`src/common/tcc_pkg.sv`:
```
package tcc_pkg;

  // Register offsets, one byte each
  localparam logic [4:0] CTRL_ONE_OFS = 5'h00;
  localparam logic [4:0] CTRL_TWO_OFS = 5'h01;
  localparam logic [4:0] STATUS_OFS = 5'h02;
  localparam logic [4:0] CAP_ONE_HI_OFS = 5'h04;
  localparam logic [4:0] CAP_ONE_LO_OFS = 5'h05;
  localparam logic [4:0] CMP_ONE_HI_OFS = 5'h06;
  localparam logic [4:0] CMP_ONE_LO_OFS = 5'h07;
  localparam logic [4:0] CNT_HI_OFS = 5'h08;
  localparam logic [4:0] CNT_LO_OFS = 5'h09;
  localparam logic [4:0] ALT_CNT_HI_OFS = 5'h0A;
  localparam logic [4:0] ALT_CNT_LO_OFS = 5'h0B;
  localparam logic [4:0] CAP_TWO_HI_OFS = 5'h0C;
  localparam logic [4:0] CAP_TWO_LO_OFS = 5'h0D;
  localparam logic [4:0] CMP_TWO_HI_OFS = 5'h0E;
  localparam logic [4:0] CMP_TWO_LO_OFS = 5'h0F;

  // control_reg_one fields
  localparam int C1_LEVEL_ONE = 0;
  localparam int C1_EDGE_ONE = 1;
  localparam int C1_LEVEL_TWO = 2;
  localparam int C1_FORCE_ONE = 3;
  localparam int C1_FORCE_TWO = 4;
  localparam int C1_OVF_IE = 5;
  localparam int C1_CMP_IE = 6;
  localparam int C1_CAP_IE = 7;

  // control_reg_two fields
  localparam int C2_EXT_EDGE = 0;
  localparam int C2_EDGE_TWO = 1;
  localparam int C2_PRESC_LSB = 2;
  localparam int C2_PWM = 4;
  localparam int C2_ONE_PULSE = 5;
  localparam int C2_PIN_EN_TWO = 6;
  localparam int C2_PIN_EN_ONE = 7;

  // timer_status_reg fields
  localparam int SR_CMP_TWO = 3;
  localparam int SR_CAP_TWO = 4;
  localparam int SR_OVF = 5;
  localparam int SR_CMP_ONE = 6;
  localparam int SR_CAP_ONE = 7;

  // timer_prescale_select codes
  localparam logic [1:0] PRESC_DIV4 = 2'h0;
  localparam logic [1:0] PRESC_DIV2 = 2'h1;
  localparam logic [1:0] PRESC_DIV8 = 2'h2;
  localparam logic [1:0] PRESC_EXT = 2'h3;
  localparam logic [2:0] DIV2_MASK = 3'h1;
  localparam logic [2:0] DIV4_MASK = 3'h3;
  localparam logic [2:0] DIV8_MASK = 3'h7;

  // Reset values
  localparam logic [15:0] COUNTER_RESET = 16'hFFFC;
  localparam logic [15:0] COMPARE_RESET = 16'h8000;
  localparam logic [15:0] CAPTURE_RESET = 16'h0000;
  localparam logic [7:0] CTRL_RESET = 8'h00;

  typedef struct packed {
    logic [7:0] ctrlOne;
    logic [7:0] ctrlTwo;
    logic [1:0][15:0] capVal;
    logic [1:0][15:0] cmpVal;
    logic [15:0] counter;
    logic [2:0] div;
    logic tickDly;
    logic [1:0] capFlag;
    logic [1:0] cmpFlag;
    logic ovfFlag;
    logic [1:0] capArm;
    logic [1:0] cmpArm;
    logic ovfArm;
    logic [1:0] capLock;
    logic [1:0] cmpHold;
    logic [7:0] cntLowBuf;
    logic cntSeq;
    logic [1:0] pinOut;
    logic [1:0] capSyncA;
    logic [1:0] capSyncB;
    logic [1:0] capPrev;
    logic extSyncA;
    logic extSyncB;
    logic extPrev;
    logic [7:0] rdData;
  } tcc_state_s;

endpackage

```
`src/hdl/tcc_top.sv`:
```
// Implementation choices: the register addresses and strobed register access.
`timescale 1ns/1ps
`default_nettype none

module tcc_top
  import tcc_pkg::*;
(
  // Clock and reset
  input wire logic core_clk,
  input wire logic rst,
  // Register port
  input wire logic [4:0] regAddr,
  input wire logic [7:0] regWrData,
  input wire logic regWrStb,
  input wire logic regRdStb,
  output logic [7:0] regRdData,
  // Pins
  input wire logic capturePinOne,
  input wire logic capturePinTwo,
  input wire logic externalTimerClockPin,
  output logic comparePinOneOut,
  output logic comparePinOneOe,
  output logic comparePinTwoOut,
  output logic comparePinTwoOe,
  // CPU interrupt
  input wire logic cpuIrqMask,
  output logic timerIrq
);

  tcc_state_s q;
  tcc_state_s d;

  logic [2:0] divMask;
  logic tick;
  logic extEdge;
  logic altMode;
  logic [1:0] capEdge;
  logic [1:0] capEnable;
  logic [1:0] capEvent;
  logic [1:0] cmpEvent;
  logic [1:0] pinEnable;
  logic [1:0] level;
  logic [1:0][15:0] cmpTarget;
  logic [1:0] edgeRising;
  logic wr;
  logic rd;

  assign wr = regWrStb;
  assign rd = regRdStb;
  assign altMode = q.ctrlTwo[C2_ONE_PULSE] | q.ctrlTwo[C2_PWM];
  assign pinEnable = {q.ctrlTwo[C2_PIN_EN_TWO], q.ctrlTwo[C2_PIN_EN_ONE]};
  assign level = {q.ctrlOne[C1_LEVEL_TWO], q.ctrlOne[C1_LEVEL_ONE]};
  assign edgeRising = {q.ctrlTwo[C2_EDGE_TWO], q.ctrlOne[C1_EDGE_ONE]};
  assign capEnable = {1'b1, ~altMode};

  // Prescaler and external clock edge
  always_comb
  begin
    case (q.ctrlTwo[C2_PRESC_LSB +: 2])
      PRESC_DIV2: divMask = DIV2_MASK;
      PRESC_DIV4: divMask = DIV4_MASK;
      PRESC_DIV8: divMask = DIV8_MASK;
      default: divMask = DIV8_MASK;
    endcase
  end

  // External pin must stay under a quarter of core_clk; slower edges are seen once
  assign extEdge = q.ctrlTwo[C2_EXT_EDGE] ? (q.extSyncB & ~q.extPrev)
                                          : (~q.extSyncB & q.extPrev);
  assign tick = (q.ctrlTwo[C2_PRESC_LSB +: 2] == PRESC_EXT) ? extEdge
                                                            : ((q.div & divMask) == divMask);

  // Capture edge detection on synchronised pins
  always_comb
  begin
    for (int i = 0; i < 2; i++)
    begin
      capEvent[i] = capEnable[i] & ~q.capLock[i] &
                    (edgeRising[i] ? (q.capSyncB[i] & ~q.capPrev[i])
                                   : (~q.capSyncB[i] & q.capPrev[i]));
    end
  end

  // Compare match on the first core cycle of each counter value
  always_comb
  begin
    for (int i = 0; i < 2; i++)
    begin
      if (q.ctrlTwo[C2_PRESC_LSB +: 2] == PRESC_DIV2)
      begin
        cmpTarget[i] = q.cmpVal[i];
      end
      else
      begin
        cmpTarget[i] = q.cmpVal[i] + 16'h0001;
      end
      cmpEvent[i] = q.tickDly & ~q.cmpHold[i] & (q.counter == cmpTarget[i]);
    end
  end

  always_comb
  begin
    d = q;
    d.rdData = 8'h00;

    // Synchronisers: second stage is the only reader of the first
    d.capSyncA = {capturePinTwo, capturePinOne};
    d.capSyncB = q.capSyncA;
    d.capPrev = q.capSyncB;
    d.extSyncA = externalTimerClockPin;
    d.extSyncB = q.extSyncA;
    d.extPrev = q.extSyncB;

    d.div = q.div + 3'h1;
    d.tickDly = tick;
    if (tick)
    begin
      d.counter = q.counter + 16'h0001;
    end

    // Register writes
    if (wr)
    begin
      case (regAddr)
        CTRL_ONE_OFS:
        begin
          d.ctrlOne = regWrData;
          d.ctrlOne[C1_FORCE_ONE] = 1'b0;
          d.ctrlOne[C1_FORCE_TWO] = 1'b0;
          if (!altMode)
          begin
            if (regWrData[C1_FORCE_ONE])
            begin
              d.pinOut[0] = regWrData[C1_LEVEL_ONE];
            end
            if (regWrData[C1_FORCE_TWO])
            begin
              d.pinOut[1] = regWrData[C1_LEVEL_TWO];
            end
          end
        end
        CTRL_TWO_OFS: d.ctrlTwo = regWrData;
        CMP_ONE_HI_OFS:
        begin
          d.cmpVal[0][15:8] = regWrData;
          d.cmpHold[0] = 1'b1;
        end
        CMP_ONE_LO_OFS:
        begin
          d.cmpVal[0][7:0] = regWrData;
          d.cmpHold[0] = 1'b0;
        end
        CMP_TWO_HI_OFS:
        begin
          d.cmpVal[1][15:8] = regWrData;
          d.cmpHold[1] = 1'b1;
        end
        CMP_TWO_LO_OFS:
        begin
          d.cmpVal[1][7:0] = regWrData;
          d.cmpHold[1] = 1'b0;
        end
        CNT_LO_OFS, ALT_CNT_LO_OFS: d.counter = COUNTER_RESET;
        default: d.counter = d.counter; // Capture and status writes ignored
      endcase
    end

    // Register reads
    if (rd)
    begin
      case (regAddr)
        CTRL_ONE_OFS: d.rdData = q.ctrlOne;
        CTRL_TWO_OFS: d.rdData = q.ctrlTwo;
        STATUS_OFS:
        begin
          d.rdData = {q.capFlag[0], q.cmpFlag[0], q.ovfFlag, q.capFlag[1], q.cmpFlag[1], 3'h0};
          d.capArm = q.capArm | q.capFlag;
          d.cmpArm = q.cmpArm | q.cmpFlag;
          d.ovfArm = q.ovfArm | q.ovfFlag;
        end
        CAP_ONE_HI_OFS:
        begin
          d.rdData = q.capVal[0][15:8];
          d.capLock[0] = 1'b1;
        end
        CAP_ONE_LO_OFS:
        begin
          d.rdData = q.capVal[0][7:0];
          d.capLock[0] = 1'b0;
        end
        CAP_TWO_HI_OFS:
        begin
          d.rdData = q.capVal[1][15:8];
          d.capLock[1] = 1'b1;
        end
        CAP_TWO_LO_OFS:
        begin
          d.rdData = q.capVal[1][7:0];
          d.capLock[1] = 1'b0;
        end
        CMP_ONE_HI_OFS: d.rdData = q.cmpVal[0][15:8];
        CMP_ONE_LO_OFS: d.rdData = q.cmpVal[0][7:0];
        CMP_TWO_HI_OFS: d.rdData = q.cmpVal[1][15:8];
        CMP_TWO_LO_OFS: d.rdData = q.cmpVal[1][7:0];
        CNT_HI_OFS, ALT_CNT_HI_OFS:
        begin
          // Low byte frozen at the first high read of a sequence
          d.rdData = q.counter[15:8];
          if (!q.cntSeq)
          begin
            d.cntLowBuf = q.counter[7:0];
            d.cntSeq = 1'b1;
          end
        end
        CNT_LO_OFS, ALT_CNT_LO_OFS:
        begin
          d.rdData = q.cntSeq ? q.cntLowBuf : q.counter[7:0];
          d.cntSeq = 1'b0;
        end
        default: d.rdData = 8'h00;
      endcase
    end

    // Second step of flag clearing, read or write of the low byte
    if (rd | wr)
    begin
      if (regAddr == CAP_ONE_LO_OFS && q.capArm[0])
      begin
        d.capFlag[0] = 1'b0;
        d.capArm[0] = 1'b0;
      end
      if (regAddr == CAP_TWO_LO_OFS && q.capArm[1])
      begin
        d.capFlag[1] = 1'b0;
        d.capArm[1] = 1'b0;
      end
      if (regAddr == CMP_ONE_LO_OFS && q.cmpArm[0])
      begin
        d.cmpFlag[0] = 1'b0;
        d.cmpArm[0] = 1'b0;
      end
      if (regAddr == CMP_TWO_LO_OFS && q.cmpArm[1])
      begin
        d.cmpFlag[1] = 1'b0;
        d.cmpArm[1] = 1'b0;
      end
      if (regAddr == CNT_LO_OFS && q.ovfArm)
      begin
        d.ovfFlag = 1'b0;
        d.ovfArm = 1'b0;
      end
    end

    // Hardware sets come last so they beat a clear in the same cycle
    if (tick && q.counter == 16'hFFFF)
    begin
      d.ovfFlag = 1'b1;
    end
    for (int i = 0; i < 2; i++)
    begin
      if (capEvent[i])
      begin
        d.capVal[i] = q.counter;
        d.capFlag[i] = 1'b1;
      end
      if (cmpEvent[i])
      begin
        d.cmpFlag[i] = 1'b1;
        if (pinEnable[i])
        begin
          d.pinOut[i] = level[i];
        end
      end
    end
  end

  always_ff @(posedge core_clk or posedge rst)
  begin
    if (rst)
    begin
      q <= '0;
      q.ctrlOne <= CTRL_RESET;
      q.ctrlTwo <= CTRL_RESET;
      q.capVal <= {CAPTURE_RESET, CAPTURE_RESET};
      q.cmpVal <= {COMPARE_RESET, COMPARE_RESET};
      q.counter <= COUNTER_RESET;
      q.pinOut <= 2'b00;
    end
    else
    begin
      q <= d;
    end
  end

  assign regRdData = q.rdData;
  assign comparePinOneOut = q.pinOut[0];
  assign comparePinTwoOut = q.pinOut[1];
  // Pin left to general I/O when not enabled
  assign comparePinOneOe = pinEnable[0];
  assign comparePinTwoOe = pinEnable[1];

  // Flags pend until enable set and mask clear
  assign timerIrq = ~cpuIrqMask &
                    ((q.ctrlOne[C1_CAP_IE] & (|q.capFlag)) |
                     (q.ctrlOne[C1_CMP_IE] & (|q.cmpFlag)) |
                     (q.ctrlOne[C1_OVF_IE] & q.ovfFlag));

endmodule

`default_nettype wire

```
`config.mk`:
```
export PLATFORM = sky130hd
export DESIGN_NAME = tcc_top
export DESIGN_NICKNAME = d
export VERILOG_FILES = /design/src/common/tcc_pkg.sv /design/src/hdl/tcc_top.sv
export SDC_FILE = /design/constraint.sdc
export NUM_CORES = 1
export LEC_CHECK = 0
export BUFFER_PORTS_ARGS = -buffer_cell sky130_fd_sc_hd__buf_4
export CAP_MARGIN = 40
export CORE_MARGIN = 2
export CORE_UTILIZATION = 40
export DETAILED_ROUTE_END_ITERATION = 7
export PLACE_DENSITY = 0.55
export SKIP_CTS_REPAIR_TIMING = 1
export SLEW_MARGIN = 10
export SYNTH_ARGS = -nofsm -noshare
export SYNTH_HDL_FRONTEND = slang
export SYNTH_SLANG_ARGS = --single-unit
```
`constraint.sdc`:
```
create_clock -name core_clk -period 10.95 [get_ports core_clk]
set_clock_uncertainty 0.2 [all_clocks]
set_input_delay 0.5475 -clock core_clk [delete_from_list [all_inputs] [get_ports core_clk]]
set_output_delay 0.5475 -clock core_clk [all_outputs]
set_load 0.03 [all_outputs]
```
==> impl_metrics.toml, run 1 <==
[yosys]
avgSynthCellArea_um2 = 10.9
ys.flop_type = "dfrtp_1"
synth_area_mm2 = 0.00720
synth.distinct_cells = 58
synthAdderAreaFrac_pct = 0.695
syn_inst = 658
synth-simple-area-share_pct = 13.7
async_flop_share_pct = 100
yosysWarnings = 0
ys_ff_latch = 140
synth_top_family_by_area = "multiplexers"
synth.mux.area_fraction_pct = 15.3
ys_seq_area_share_pct = 49.0
syn-num-nets = 683
synth_edf_count = 0
synth-compound-area-share_pct = 10.9
synth_xor_xnor_area_share_pct = 7.18

[timing]
rsz0062_at_grt = "no"
tightest_slew_ns = 0.979
post-route-min-period_ns = 3.14
slew_viol_final = 0
fin_hold_ws_ns = 0.00242
setup_viol = 0
tns_ns = 0
setup_slack_ns = 7.81
max_freq_mhz = 318
hold_viol = 0
slew_headroom_pct = 34.5
post-route-period-util_pct = 28.7

[routing]
drt_iter0_drc = 687
dr.pass1.iters = 6
vias = 5590
wl_per_cell_um = 24.4
totalWireLength_mm = 22.5
vias_per_cell = 6.08
drc_errors = 0
ant_nets = 0

[floorplanning]
die_w_um = 138
die_h_um = 138
die_area_mm2 = 0.0191
num_rows = 49
core_mm2 = 0.0178
start_util_pct = 40.5
io_pins = 34

[power_and_ir_drop]
power.internal_mw = 1.30
p_sw_share_pct = 33.8
power.switching_mw = 0.664
combPwrFrac_pct = 22.7
powerDensity_mw_per_mm2 = 237
p_leak_nw = 3.31
sequentialPowerShare_pct = 46.0
pwr-share-clk_pct = 31.4
p_total_mw = 1.96
peakVddDrop_uv = 119

[clock_network]
path_clk_slew_ns = 0.06
cts_tree = "built"
htree_levels = 4
cts-root-buf = "clkbuf_16"
clock_path_buffers = 2
cts_buffers = 17
clock-sinks = 140
worstSkewPairLatency_ns = 0.43

[placed_design]
dp_cells = 889
dpl_cell_area_mm2 = 0.00765
portBuffers = 33
place.gp.congestion = 0.952
dp.final_hpwl_mm = 16.1
dp_slack_ns = 7.76

[finish]
utilization_pct = 46.5
layout_common_cells = "dfrtp_1 (124), mux2_2 (87), nand2_1 (71)"
finalInstanceArea_mm2 = 0.00827
final_common_cell = "dfrtp_1"
finalNetCount = 704
area_growth_pct = 15.0
drive_above_1_share_pct = 27.2
finalNonFillerCells = 920
insertedDiodeCount = 0

[global_routing]
grt_start_max_net_pins = 66
grt_pass1_vias = 5920
globalRouteTotalUtil_pct = 24.1
grt_first_pass_wirelength_mm = 35.1
grt_overflow_total = 0
antenna_found_initial = 0

[status]
outcome = "completed"

[worst_setup_path]
cp_slowest_cell = "or4_1"
crit_chain = "nor2b_1 -> or4_1 -> or3_1 -> a221oi_2 -> nor4b_2 -> nand4_1 -> mux2_1"
critical_path_class = "flip-flop to flip-flop"
end_kind = "flip-flop"
path_max_fanout = 11
critical_path_buf_inv_count = 0
required_ns = 11.06
path_delay_family = "simple AND/OR/NAND/NOR gates"
crit_path_max_incr_delay_ns = 0.58
start_kind = "flip-flop"
critPathArrivalTime_ns = 3.25

[run]
maxCapViolCount = 0

[min_path]
hold_path.class = "input port to async pin"
==> power groups by stage <==
stage | sequential, mW | combinational [mW] | clock [mW]
finish | 0.903 | 0.446 | 0.616
global route | 0.920 | 0.495 | 0.646
CTS | 0.899 | 0.447 | 0.622
detailed placement | 0.906 | 0.442 | 0
global placement | 0.903 | 0.428 | 0
floorplan | 0.756 | 0.416 | 0
==> layer usage <==
metal	up-vias	share of wire, %	GRT usage [%]
met5	-	0	0
met4	0	3.5	10.8
met3	67	5.8	4.57
met2	260	48	39.0
met1	2824	43	31.5
li1	2439	-	-
==> area by class of cell <==
| type | instances | area [um^2] |
|---|---|---|
| Inverter | 10 | 42.5 |
| Fill cell | 1656 | 9510 |
| Sequential cell | 140 | 3520 |
| Clock inverter | 12 | 169 |
| Multi-Input combinational cell | 467 | 3450 |
| Clock buffer | 19 | 453 |
| Tap cell | 229 | 287 |
| Timing Repair Buffer | 43 | 350 |
==> cell usage after synthesis, drive strengths merged, types with 4 or more instances <==
| library cell | instances | area share [%] |
|---|---|---|
| dfrtp | 124 | 43 |
| mux2 | 88 | 14 |
| nand2 | 71 | 3.7 |
| xnor2 | 31 | 3.8 |
| clkbuf | 30 | 1.6 |
| nor2 | 29 | 1.5 |
| xor2 | 28 | 3.4 |
| o21ai | 25 | 1.7 |
| a221oi | 21 | 2.6 |
| nand3 | 20 | 1.5 |
| dfstp | 16 | 5.8 |
| a31oi | 15 | 1.3 |
| nand4 | 14 | 1.2 |
| a22o | 13 | 1.6 |
| a21oi | 12 | 0.83 |
| nor3 | 12 | 0.90 |
| buf | 11 | 1.1 |
| mux2i | 11 | 1.5 |
| inv | 10 | 0.52 |
| and3 | 7 | 0.61 |
| nand2b | 7 | 0.61 |
| nor4 | 7 | 0.61 |
| a22oi | 5 | 0.52 |
| o31ai | 5 | 0.52 |
| ha | 4 | 0.70 |
| nor4b | 4 | 0.57 |
| or3 | 4 | 0.35 |
==> flip-flops by register name, indices dropped and copies added (netlist names) <==
| signal | cells |
|---|---|
| level | 2 |
| comparePinOneOe | 1 |
| d | 6 |
| comparePinOneOut | 1 |
| comparePinTwoOut | 1 |
| edgeRising | 2 |
| comparePinTwoOe | 1 |
| regRdData | 8 |
| q | 118 |
==> logic make-up (layout without fill, tap and decap cells) <==
group           Yosys count  after routing
compound gates          110            110
xor+xnor                 59             59
fa+ha+maj                 4              4
buf+inv                  51             84
flops                   140            140
mux                      99             99
simple gates            195            195
==> final timing paths <==
path	start	endpoint	slack [ns]	depth (start not counted)
worst max-delay path	q[129]	comparePinTwoOut	7.81	7
worst min-delay path	rst	q[21]	0.002	2
worst max register to register	q[129]	comparePinTwoOut	7.81	7
worst min register to register	d[9]	d[8]	0.15	0
max in group asynchronous	rst	q[77]	9.38	4
min in group core_clk	externalTimerClockPin	d[9]	0.02	1
(Power assumes the default switching activity.)
==> inputs of run 2 (changes only) <==
==> constraint.sdc (replaced) <==
create_clock -name core_clk -period 3.03 [get_ports core_clk]
set_clock_uncertainty 0.2 [all_clocks]
set_input_delay 0.1515 -clock core_clk [delete_from_list [all_inputs] [get_ports core_clk]]
set_output_delay 0.1515 -clock core_clk [all_outputs]
set_load 0.03 [all_outputs]
==> run 2 against run 1 <==
  * Register-to-register slack lost 7.6 ns
  * Via count increased by 1.1%
  * Non-clock buffer count up 44
  * Setup slack worse by 7.6 ns
  * Critical path depth unchanged
  * Die area unchanged
  * Sequential share of layout area fell by 1.6 points
  * Maximum frequency is 11% higher
  * First-iteration DRC count decreased by 15%
  * Critical endpoint unchanged
==> impl_metrics.toml, run 2 (same netlist as run 1, synthesis figures left out) <==
[finish]
insertedDiodeCount = 0
largest_register = "q"
finalNetCount = 748
area_growth_pct = 19.5
final_common_cell = "dfrtp_1"
drive_above_1_share_pct = 29.1
finalInstanceArea_mm2 = 0.00860
largest_reg_flops = 118
layout_common_cells = "dfrtp_1 (124), mux2_2 (87), nand2_1 (71)"

[global_routing]
grt_first_pass_wirelength_mm = 35.2
grt_start_max_net_pins = 141
antenna_found_initial = 0
grt_overflow_total = 0
globalRouteTotalUtil_pct = 24.5
grt_pass1_vias = 5646

[timing]
post-route-min-period_ns = 2.83
hold_viol = 0
rsz0062_at_grt = "no"
post-route-period-util_pct = 93.5
tightest_slew_ns = 0.784
setup_viol = 0
slew_headroom_pct = 47.7
max_freq_mhz = 353
slew_viol_final = 0
tns_ns = 0

[worst_setup_path]
end_kind = "flip-flop"
path_max_fanout = 4
critical_path_class = "flip-flop to flip-flop"
critPathArrivalTime_ns = 2.94
required_ns = 3.14
start_kind = "flip-flop"
r2r_cells = 7

[floorplanning]
core_mm2 = 0.0178
start_util_pct = 40.5
die_h_um = 138
io_pins = 34
die_area_mm2 = 0.0191
num_rows = 49
die_w_um = 138

[power_and_ir_drop]
power.switching_mw = 2.41
combPwrFrac_pct = 25.0
powerDensity_mw_per_mm2 = 823
p_total_mw = 7.07
p_leak_nw = 3.50
peakVddDrop_uv = 450
pwr-share-clk_pct = 30.2
p_sw_share_pct = 34.0
sequentialPowerShare_pct = 44.8
power.internal_mw = 4.67

[clock_network]
clock-sinks = 140
htree_levels = 4
cts-root-buf = "clkbuf_16"
cts_buffers = 17
cts_tree = "built"
path_clk_slew_ns = 0.06
clock_path_buffers = 2
worstSkewPairLatency_ns = 0.43

[routing]
vias_per_cell = 5.85
drc_errors = 0
ant_nets = 0
wl_per_cell_um = 23.7
dr.pass1.iters = 5
drt_iter0_drc = 581
vias = 5650
totalWireLength_mm = 22.9

[placed_design]
portBuffers = 33
place.gp.congestion = 0.939
dp.final_hpwl_mm = 16.3
dpl_cell_area_mm2 = 0.00785

[run]
maxCapViolCount = 0

[min_path]
whs_path_depth = 4
hold_path.class = "input port to flip-flop"

[status]
outcome = "completed"
## run 2: changes by cell type in the layout (fill, tap and decap cells not counted), sizes merged
| cell | change |
|---|---|
| clkbuf | +1 |
| clkinv | +2 |
| buf | +28 |
| clkinvlp | +1 |
| dlygate4sd3 | +16 |
| inv | -2 |
| bufinv | -1 |
## run 2: stage by stage
stage / std cells / worst slack, ns / hold slack [ns] / util (%)
after floorplan: 658 / 0.324 / -0.0171 / -
after global placement: 916 / 0.296 / 0.0616 / 44.0
after detailed placement: 917 / 0.203 / 0.0619 / 44.1
after CTS: 949 / 0.183 / -0.386 / 47.5
after global routing: 965 / 0.0278 / 0.0578 / 48.4
final: 965 / 0.197 / 0.00943 / 48.4
## run 2: cell type report
class                           instances  area, um^2
Clock buffer                           20         447
Fill cell                            1659        9180
Tap cell                              229         287
Sequential cell                       140        3520
Clock inverter                         12         148
Timing Repair Buffer                   87         713
Inverter                               10        41.3
Multi-Input combinational cell        467        3440
## run 2: worst max-delay path, stage by stage, from the launching register on
cell and delay, ns:
dfrtp_1 0.40, nand2_1 0.15, or4_1 0.53, or3_1 0.41, a221oi_2 0.27, nor4b_2 0.29, nand4_1 0.14, mux2_1 0.33
## run 2: power by group through the flow
stage          registers, mW  clock network, mW  logic [mW]
2_1_floorplan           2.73                  0        1.50
3_3_place_gp            3.16                  0        1.71
3_5_place_dp            3.17                  0        1.75
4_1_cts                 3.15               2.16        1.76
5_1_grt                 3.23               2.25        1.96
6_report                3.17               2.13        1.77
## run 2: layer usage
metal	track usage [%]	share of wire [%]	wire length, um
met1	34.0	46	10500
met4	10.0	3.4	778
met5	0	0	0
met2	38.1	46	10500
met3	4.68	5.0	1150
## run 2: final timing paths
path,start,to,slack (ns)
worst min register to register,d[9],d[8],0.15
worst max register to register,q[84],comparePinTwoOut,0.20
max in group asynchronous,rst,q[90],1.75
worst min-delay path,regAddr[4],q[47],0.009
min in group asynchronous,rst,q[22],0.27
worst max-delay path,q[84],comparePinTwoOut,0.20
